$ cat config.mk
export PLATFORM = sky130hd
export DESIGN_NAME = threshold_result_status_regs
export DESIGN_NICKNAME = d
export VERILOG_FILES = /design/src/design/hall_regs_pkg.sv /design/src/design/threshold_result_status_regs.sv
export SDC_FILE = /design/constraint.sdc
export NUM_CORES = 1
export LEC_CHECK = 0
export BUFFER_PORTS_ARGS = -buffer_cell sky130_fd_sc_hd__buf_2
export CORE_ASPECT_RATIO = 0.9
export CORE_MARGIN = 5
export CORE_UTILIZATION = 45
export DETAILED_ROUTE_END_ITERATION = 16
export PLACE_DENSITY_LB_ADDON = 0.08
export SLEW_MARGIN = 0
export SYNTH_ARGS = -nofsm -noshare
export SYNTH_HDL_FRONTEND = slang
export SYNTH_SLANG_ARGS = --single-unit
$ cat constraint.sdc
create_clock -name clk_sys -period 4.55 [get_ports clk_sys]
set_input_delay 1.365 -clock clk_sys [delete_from_list [all_inputs] [get_ports clk_sys]]
set_output_delay 1.365 -clock clk_sys [all_outputs]
set_load 0.01 [all_outputs]
$ cat src/design/hall_regs_pkg.sv
// Constants for the threshold, conversion status and result register slice.
// Assumes a 4-bit word address from the serial framer and 16-bit register data.
package hall_regs_pkg;
   // ==========================================================
   // Register offsets
   localparam logic [3:0] ADDR_Z_THR = 4'h6;
   localparam logic [3:0] ADDR_T_THR = 4'h7;
   localparam logic [3:0] ADDR_CONV = 4'h8;
   localparam logic [3:0] ADDR_X_RES = 4'h9;
   localparam logic [3:0] ADDR_Y_RES = 4'ha;
   localparam logic [3:0] ADDR_Z_RES = 4'hb;
   localparam logic [3:0] ADDR_T_RES = 4'hc;
   localparam logic [3:0] ADDR_AFE = 4'hd;
   // ==========================================================
   // Reset values
   localparam logic [15:0] RST_Z_THR = 16'h7d83;
   localparam logic [15:0] RST_T_THR = 16'h6732;
   localparam logic [15:0] RST_ZERO = 16'h0000;
   localparam logic [15:0] RST_AFE = 16'h8000;
   // ==========================================================
   // Field positions
   localparam int UPPER_MSB = 15;
   localparam int UPPER_LSB = 8;
   localparam int LOWER_MSB = 7;
   localparam int LOWER_LSB = 0;
   localparam int CONV_RDY_BIT = 13;
   localparam int CONV_CUR_MSB = 12;
   localparam int CONV_CUR_LSB = 8;
   localparam int CONV_SET_MSB = 6;
   localparam int CONV_SET_LSB = 4;
   localparam int CONV_SUM_MSB = 1;
   localparam int CONV_SUM_LSB = 0;
   localparam int AFE_PWRUP_BIT = 15;
   localparam int AFE_DIAG_MSB = 12;
   localparam int AFE_DIAG_LSB = 8;
   localparam int AFE_SUPPLY_MSB = 1;
   localparam int AFE_SUPPLY_LSB = 0;
   // Mask of bits that exist in the front-end status register.
   localparam logic [15:0] AFE_MASK = 16'h9f03;
endpackage

$ cat src/design/threshold_result_status_regs.sv
// Threshold, conversion status, result and front-end status registers.
// Assumes the serial framer, conversion engine and fault monitors share clk_sys;
// their strobes are single-cycle pulses and need no synchroniser.
// ==========================================================
// Notes on behaviour
// - Z upper limit: writable signed byte, high.
// - Z lower limit: writable signed byte, low.
// - Limit code scales as range over 128.
// - Temperature limits: signed bytes, high and low.
// - Ready bit 13 set on valid data.
// - Bit 12 flags current angle data.
// - Bit 11 flags current temperature data.
// - Bits 10..8 flag current Z, Y, X.
// - Three-bit rolling count of completed sets.
// - Bits 1..0 encode front-end and system flags.
// - Four read-only results, reset to zero.
// - Front-end status resets with top bit.
// - Reading front-end status clears power-up bit.
// - Latched mode holds alert until read.
// - One to four crossings before alert.
`timescale 1ns/1ps
module threshold_result_status_regs (
   // Clock and reset
   input wire logic clk_sys,
   input wire logic reset_n,
   // Register access from the serial framer
   input wire logic [3:0] reg_addr,
   input wire logic [15:0] reg_wdata,
   input wire logic reg_wr,
   input wire logic reg_rd,
   output logic [15:0] reg_rdata,
   // Conversion engine
   input wire logic conv_start,
   input wire logic conv_done,
   input wire logic [4:0] chan_current,
   input wire logic [15:0] x_sample_in,
   input wire logic [15:0] y_sample_in,
   input wire logic [15:0] z_sample_in,
   input wire logic [15:0] temp_sample_in,
   input wire logic [7:0] temp_code_in,
   // Fault monitors and system status
   input wire logic [6:0] afe_fault,
   input wire logic sys_flag_any,
   // Alert configuration
   input wire logic alert_latch,
   input wire logic status_alert_en,
   input wire logic z_limit_alert_en,
   input wire logic temp_limit_alert_en,
   input wire logic [1:0] limit_crossing_count,
   // Outputs toward the alert logic
   output logic [7:0] z_upper_limit,
   output logic [7:0] z_lower_limit,
   output logic [7:0] temp_upper_limit,
   output logic [7:0] temp_lower_limit,
   output logic [1:0] alert_cause_summary,
   output logic alert_resp
);

   // ==========================================================
   // Decoding
   // A read of a status or result register acknowledges a latched alert.
   function automatic logic is_ack_addr(input logic [3:0] a);
      is_ack_addr = (a >= hall_regs_pkg::ADDR_CONV) && (a <= hall_regs_pkg::ADDR_AFE);
   endfunction

   logic [15:0] z_thr_r;
   logic [15:0] t_thr_r;
   logic rdy_r;
   logic [4:0] cur_r;
   logic [2:0] set_cnt_r;
   logic [1:0] summary_r;
   logic [15:0] x_res_r;
   logic [15:0] y_res_r;
   logic [15:0] z_res_r;
   logic [15:0] t_res_r;
   logic [15:0] afe_r;
   logic [15:0] afe_set;
   logic [15:0] conv_word;
   logic [15:0] rdata_nxt;
   logic [15:0] rdata_r;
   logic [2:0] z_run_r;
   logic [2:0] t_run_r;
   logic z_beyond;
   logic t_beyond;
   logic [2:0] need;
   logic alert_cond;
   logic alert_r;
   logic ack_rd;

   // ==========================================================
   // Threshold registers
   // Only the two limit registers accept writes; every other offset drops them.
   always_ff @(posedge clk_sys or negedge reset_n) begin
      if (!reset_n) begin
         z_thr_r <= hall_regs_pkg::RST_Z_THR;
         t_thr_r <= hall_regs_pkg::RST_T_THR;
      end else if (reg_wr) begin
         if (reg_addr == hall_regs_pkg::ADDR_Z_THR) begin
            z_thr_r <= reg_wdata;
         end
         if (reg_addr == hall_regs_pkg::ADDR_T_THR) begin
            t_thr_r <= reg_wdata;
         end
      end
   end

   // ==========================================================
   // Conversion progress
   always_ff @(posedge clk_sys or negedge reset_n) begin
      if (!reset_n) begin
         rdy_r <= 1'b0;
         cur_r <= 5'h00;
         set_cnt_r <= 3'h0;
      end else if (conv_done) begin
         rdy_r <= 1'b1;
         cur_r <= chan_current;
         set_cnt_r <= set_cnt_r + 3'h1;
      end else if (conv_start) begin
         // Results still hold the last set until the new one lands.
         rdy_r <= 1'b0;
         cur_r <= 5'h00;
      end
   end

   always_ff @(posedge clk_sys or negedge reset_n) begin
      if (!reset_n) begin
         summary_r <= 2'h0;
      end else begin
         summary_r <= {sys_flag_any, |afe_r};
      end
   end

   // ==========================================================
   // Result registers
   always_ff @(posedge clk_sys or negedge reset_n) begin
      if (!reset_n) begin
         x_res_r <= hall_regs_pkg::RST_ZERO;
         y_res_r <= hall_regs_pkg::RST_ZERO;
         z_res_r <= hall_regs_pkg::RST_ZERO;
         t_res_r <= hall_regs_pkg::RST_ZERO;
      end else if (conv_done) begin
         x_res_r <= x_sample_in;
         y_res_r <= y_sample_in;
         z_res_r <= z_sample_in;
         t_res_r <= temp_sample_in;
      end
   end

   // ==========================================================
   // Front-end status
   assign afe_set = {1'b0, 2'b00, afe_fault[6:2], 6'h00, afe_fault[1:0]};

   // A fault arriving in the read cycle survives the clear.
   always_ff @(posedge clk_sys or negedge reset_n) begin
      if (!reset_n) begin
         afe_r <= hall_regs_pkg::RST_AFE;
      end else if (reg_rd && reg_addr == hall_regs_pkg::ADDR_AFE) begin
         afe_r <= afe_set & hall_regs_pkg::AFE_MASK;
      end else begin
         afe_r <= (afe_r | afe_set) & hall_regs_pkg::AFE_MASK;
      end
   end

   // ==========================================================
   // Read path
   assign conv_word = {2'b00, rdy_r, cur_r, 1'b0, set_cnt_r, 2'b00, summary_r};

   always_comb begin
      rdata_nxt = 16'h0000;
      unique case (reg_addr)
         hall_regs_pkg::ADDR_Z_THR: rdata_nxt = z_thr_r;
         hall_regs_pkg::ADDR_T_THR: rdata_nxt = t_thr_r;
         hall_regs_pkg::ADDR_CONV: rdata_nxt = conv_word;
         hall_regs_pkg::ADDR_X_RES: rdata_nxt = x_res_r;
         hall_regs_pkg::ADDR_Y_RES: rdata_nxt = y_res_r;
         hall_regs_pkg::ADDR_Z_RES: rdata_nxt = z_res_r;
         hall_regs_pkg::ADDR_T_RES: rdata_nxt = t_res_r;
         hall_regs_pkg::ADDR_AFE: rdata_nxt = afe_r;
         default: rdata_nxt = 16'h0000;
      endcase
   end

   always_ff @(posedge clk_sys or negedge reset_n) begin
      if (!reset_n) begin
         rdata_r <= 16'h0000;
      end else if (reg_rd) begin
         rdata_r <= rdata_nxt;
      end
   end

   // ==========================================================
   // Limit crossings
   // Full scale maps onto the upper result byte, so comparing that byte with
   // the code gives range/128 per step whatever range is selected.
   assign z_beyond = ($signed(z_res_r[15:8]) > $signed(z_thr_r[15:8]))
      || ($signed(z_res_r[15:8]) < $signed(z_thr_r[7:0]));
   assign t_beyond = ($signed(temp_code_in) > $signed(t_thr_r[15:8]))
      || ($signed(temp_code_in) < $signed(t_thr_r[7:0]));
   assign need = {1'b0, limit_crossing_count} + 3'h1;

   // Runs saturate at four so a long excursion cannot wrap back to zero.
   always_ff @(posedge clk_sys or negedge reset_n) begin
      if (!reset_n) begin
         z_run_r <= 3'h0;
         t_run_r <= 3'h0;
      end else if (conv_done) begin
         z_run_r <= !(($signed(z_sample_in[15:8]) > $signed(z_thr_r[15:8]))
            || ($signed(z_sample_in[15:8]) < $signed(z_thr_r[7:0]))) ? 3'h0 :
            (z_run_r == 3'h4) ? 3'h4 : z_run_r + 3'h1;
         t_run_r <= !t_beyond ? 3'h0 : (t_run_r == 3'h4) ? 3'h4 : t_run_r + 3'h1;
      end
   end

   // ==========================================================
   // Alert response
   assign alert_cond = (z_limit_alert_en && z_beyond && z_run_r >= need)
      || (temp_limit_alert_en && t_beyond && t_run_r >= need)
      || (status_alert_en && summary_r != 2'h0);
   assign ack_rd = reg_rd && is_ack_addr(reg_addr);

   always_ff @(posedge clk_sys or negedge reset_n) begin
      if (!reset_n) begin
         alert_r <= 1'b0;
      end else if (!alert_latch) begin
         alert_r <= alert_cond;
      end else if (alert_cond) begin
         alert_r <= 1'b1;
      end else if (ack_rd) begin
         alert_r <= 1'b0;
      end
   end

   assign reg_rdata = rdata_r;
   assign z_upper_limit = z_thr_r[15:8];
   assign z_lower_limit = z_thr_r[7:0];
   assign temp_upper_limit = t_thr_r[15:8];
   assign temp_lower_limit = t_thr_r[7:0];
   assign alert_cause_summary = summary_r;
   assign alert_resp = alert_r;
endmodule

==> results.yml <==
detailed_routing:
  wl_per_cell_um: 22.2
  ant_nets: 0
  m1WireLength_mm: 10.2
  routed_via_density: 5.71
  vias: 5662
  first_pass_iters: 5
  wl_met3_mm: 1.45
  wl_mm: 22.0
  route.met2.wl_mm: 10.1
  routed.top_layer: "met4"
  drtIter0Drc: 343
  drc_errors: 0
synth:
  syn_inst: 610
  synth_top_area_share_pct: 41.3
  synth_cell_type_count: 57
  syn-cell-area_um2: 7260
  syn_nets: 784
  async_flop_share_pct: 100
  synth_flop_cell: "dfrtp_1"
  ys_top_cells_by_area: "dfrtp_1 (41%), mux2_2 (13%), ha_1 (9.8%), dfstp_2 (6.5%), a22oi_1 (5.3%)"
  yosysTopAreaCell: "dfrtp_1"
  avgSynthCellArea_um2: 11.9
  synth_seq_area_share_pct: 47.8
  synth_seq_cells: 138
  ys_warn_count: 0
  synth_edf_count: 0
sta:
  drv_slew: 0
  finClkSkew_ns: 0.0115
  hold_violations: 0
  period_share_pct: 63.7
  tns_ns: 0
  relSlewSlack_pct: 26.5
  setup_violations: 0
  worst_pin_slew_ns: 1.10
  rsz0062_at_grt: "false"
  worst_slack_ns: 1.65
  period_needed_ns: 2.90
  max_clock_freq_mhz: 345
floorplan:
  initial_core_util_pct: 45.3
  core_area_um2: 16000
  die_y_um: 131
  ioPinCount: 168
  die-area_um2: 18800
  fp-row-count: 44
  die_x_um: 144
critical_path:
  max_stage_delay_ns: 0.76
  reg2reg_depth: 8
  cp_cell_sequence: "buf_2 -> nand2_4 -> nor3b_4 -> nand2_4 -> mux2_4"
  crit_type: "input port to flip-flop"
  start_kind: "input port"
  worstPathRequired_ns: 4.85
  slowest_stage: "nor3b_4"
  cp_data_arrival_time_ns: 3.20
  crit_top_cell: "nand2_4"
  path_max_fanout: 17
  endpoint_kind: "flip-flop"
cts:
  ctsHoldBuffers: 0
  cts_tree: "done"
  h-tree-depth: 4
  cts_resized: 0
  post_cts_buffers: 0
  cts.sinks: 138
  clkLatencyLatePin_ns: 0.42
  cts_buffers: 17
  root_buffer: "clkbuf_16"
  path_clk_slew_ns: 0.06
  clk_path_buf_depth: 2
global_routing:
  grt_first_pass_wirelength_mm: 33.7
  first_global_vias: 5831
  grt_max_degree: 93
  gr-total-overflow: 0
  grt_usage_pct: 24.0
  antenna_found_initial: 0
min_path:
  hold_class: "flip-flop to flip-flop"
  hold_depth: 1
flow_run:
  cap_violations: 0
power:
  powerDensity_nw_per_um2: 452
  ir_drop_mv: 0.287
  power_mw: 4.02
  power_leakage_nw: 4.13
place:
  place.gp.congestion: 0.857
  io_buffers: 167
  dpl-instance-area_um2: 8270
  dp_hpwl_mm: 16.7
  post-place-ws_ns: 1.28
cells_and_area:
  final_cell_area_um2: 8880
  diodes: 0
  n_fill_cell: 1383
  finalNetCount: 947
  fin_util_pct: 55.5
  syn2layout_area_growth_pct: 22.3
  drive_above_1_share_pct: 41.7
outcome:
  status: "completed"
-- report_power, final --
part | total (mW) | switching [mW] | internal [mW] | leakage, nW
registers | 1.66 | 0.221 | 1.44 | 1.62
logic | 0.903 | 0.466 | 0.437 | 2.21
clock network | 1.46 | 0.529 | 0.927 | 0.299
total | 4.02 | 1.22 | 2.80 | 4.13
-- synthesized netlist by cell type, types with 3 or more instances --
master    count
dfrtp_1     120
mux2_2       86
inv_1        58
ha_1         57
a22oi_1      51
o21ai_0      23
nand2_1      21
dfstp_2      18
o22ai_1      14
clkbuf_1     13
a21o_1       12
a21oi_1      11
and3_1       11
mux2_4       10
a41o_1        8
buf_2         8
nand2b_1      8
nor2b_1       8
nand3_1       7
a222oi_1      5
nand4_1       4
nor2_1        4
o211ai_1      4
a211oi_1      3
a31oi_1       3
buf_4         3
-- cell families (layout without fill, tap and decap cells) --
logic type               count (synthesis)  count (layout)  synth area share (%)
AO/OA/AOI/OAI                          144             144                  14.1
XOR/XNOR                                 3               3                 0.362
adder cells (fa/ha/maj)                 57              57                  9.82
buffers and inverters                   84             259                  4.84
flip-flops                             138             138                  47.8
multiplexers                            97              97                  15.5
AND/OR/NAND/NOR                         87              87                  7.49
-- flip-flops by register name, summed over array words and instances, names as in the netlist, 2 cells and up --
name                 cells
t_res_r                 16
z_run_r                  3
set_cnt_r                3
t_thr_r                 16
cur_r                    5
afe_r                    8
alert_cause_summary      2
z_res_r                 16
z_thr_r                 16
x_res_r                 16
y_res_r                 16
t_run_r                  3
reg_rdata               16
-- layout by cell type (no fill, tap or decap), types with 3 or more instances in the layout --
cell,synthesis,routed
nor2_1,4,4
a41o_1,8,8
dfstp_2,18,18
a21oi_1,11,11
nand2_1,21,21
bufinv_16,0,4
buf_4,3,3
and3_1,11,11
o22ai_1,14,14
clkinv_2,0,4
buf_2,8,165
mux2_4,10,10
clkbuf_16,0,17
a222oi_1,5,5
a22oi_1,51,51
nand3_1,7,7
nand4_1,4,4
o211ai_1,4,4
mux2_2,86,86
a211oi_1,3,3
nor2b_1,8,8
inv_1,58,58
o21ai_0,23,23
nand2b_1,8,8
ha_1,57,57
a31oi_1,3,3
dfrtp_1,120,120
a21o_1,12,12
-- layout make-up --
type	count	area, um^2	area share, %
Tap cell	207	259	2.92
Clock inverter	12	173	1.94
Timing Repair Buffer	170	880	9.90
Multi-Input combinational cell	388	3440	38.7
Clock buffer	19	443	4.99
Sequential cell	138	3480	39.1
Inverter	58	218	2.45
-- routing by layer --
| layer | up-vias | track usage, % |
|---|---|---|
| li1 | 2581 | - |
| met1 | 2872 | 34.6 |
| met2 | 196 | 36.5 |
| met3 | 13 | 6.26 |
| met4 | 0 | 5.92 |
| met5 | - | 0 |
-- final timing paths --
check	startpoint	endpoint	slack, ns
hold reg to reg	rdy_r	rdy_r	0.48
setup / recovery	reg_addr[1]	t_thr_r[11]	1.65
min in group asynchronous	reset_n	t_run_r[2]	0.94
max in group asynchronous	reset_n	t_thr_r[8]	2.73
setup reg to reg	t_thr_r[1]	alert_resp	2.31
hold / removal	rdy_r	rdy_r	0.48
-- worst max-delay path, delay by kind of cell --
family                 cells  cell delay, ns
muxes                      1            0.39
and+or+nand+nor            3            1.23
buffers and inverters      1            0.20
-- metrics by stage --
step | std cells | hold slack (ns)
2_1_floorplan | 610 | 0.445
3_3_place_gp | 961 | 0.463
3_5_place_dp | 961 | 0.473
4_1_cts | 992 | 0.485
5_1_grt | 992 | 0.504
6_report | 992 | 0.484
(Power assumes the default switching activity.)
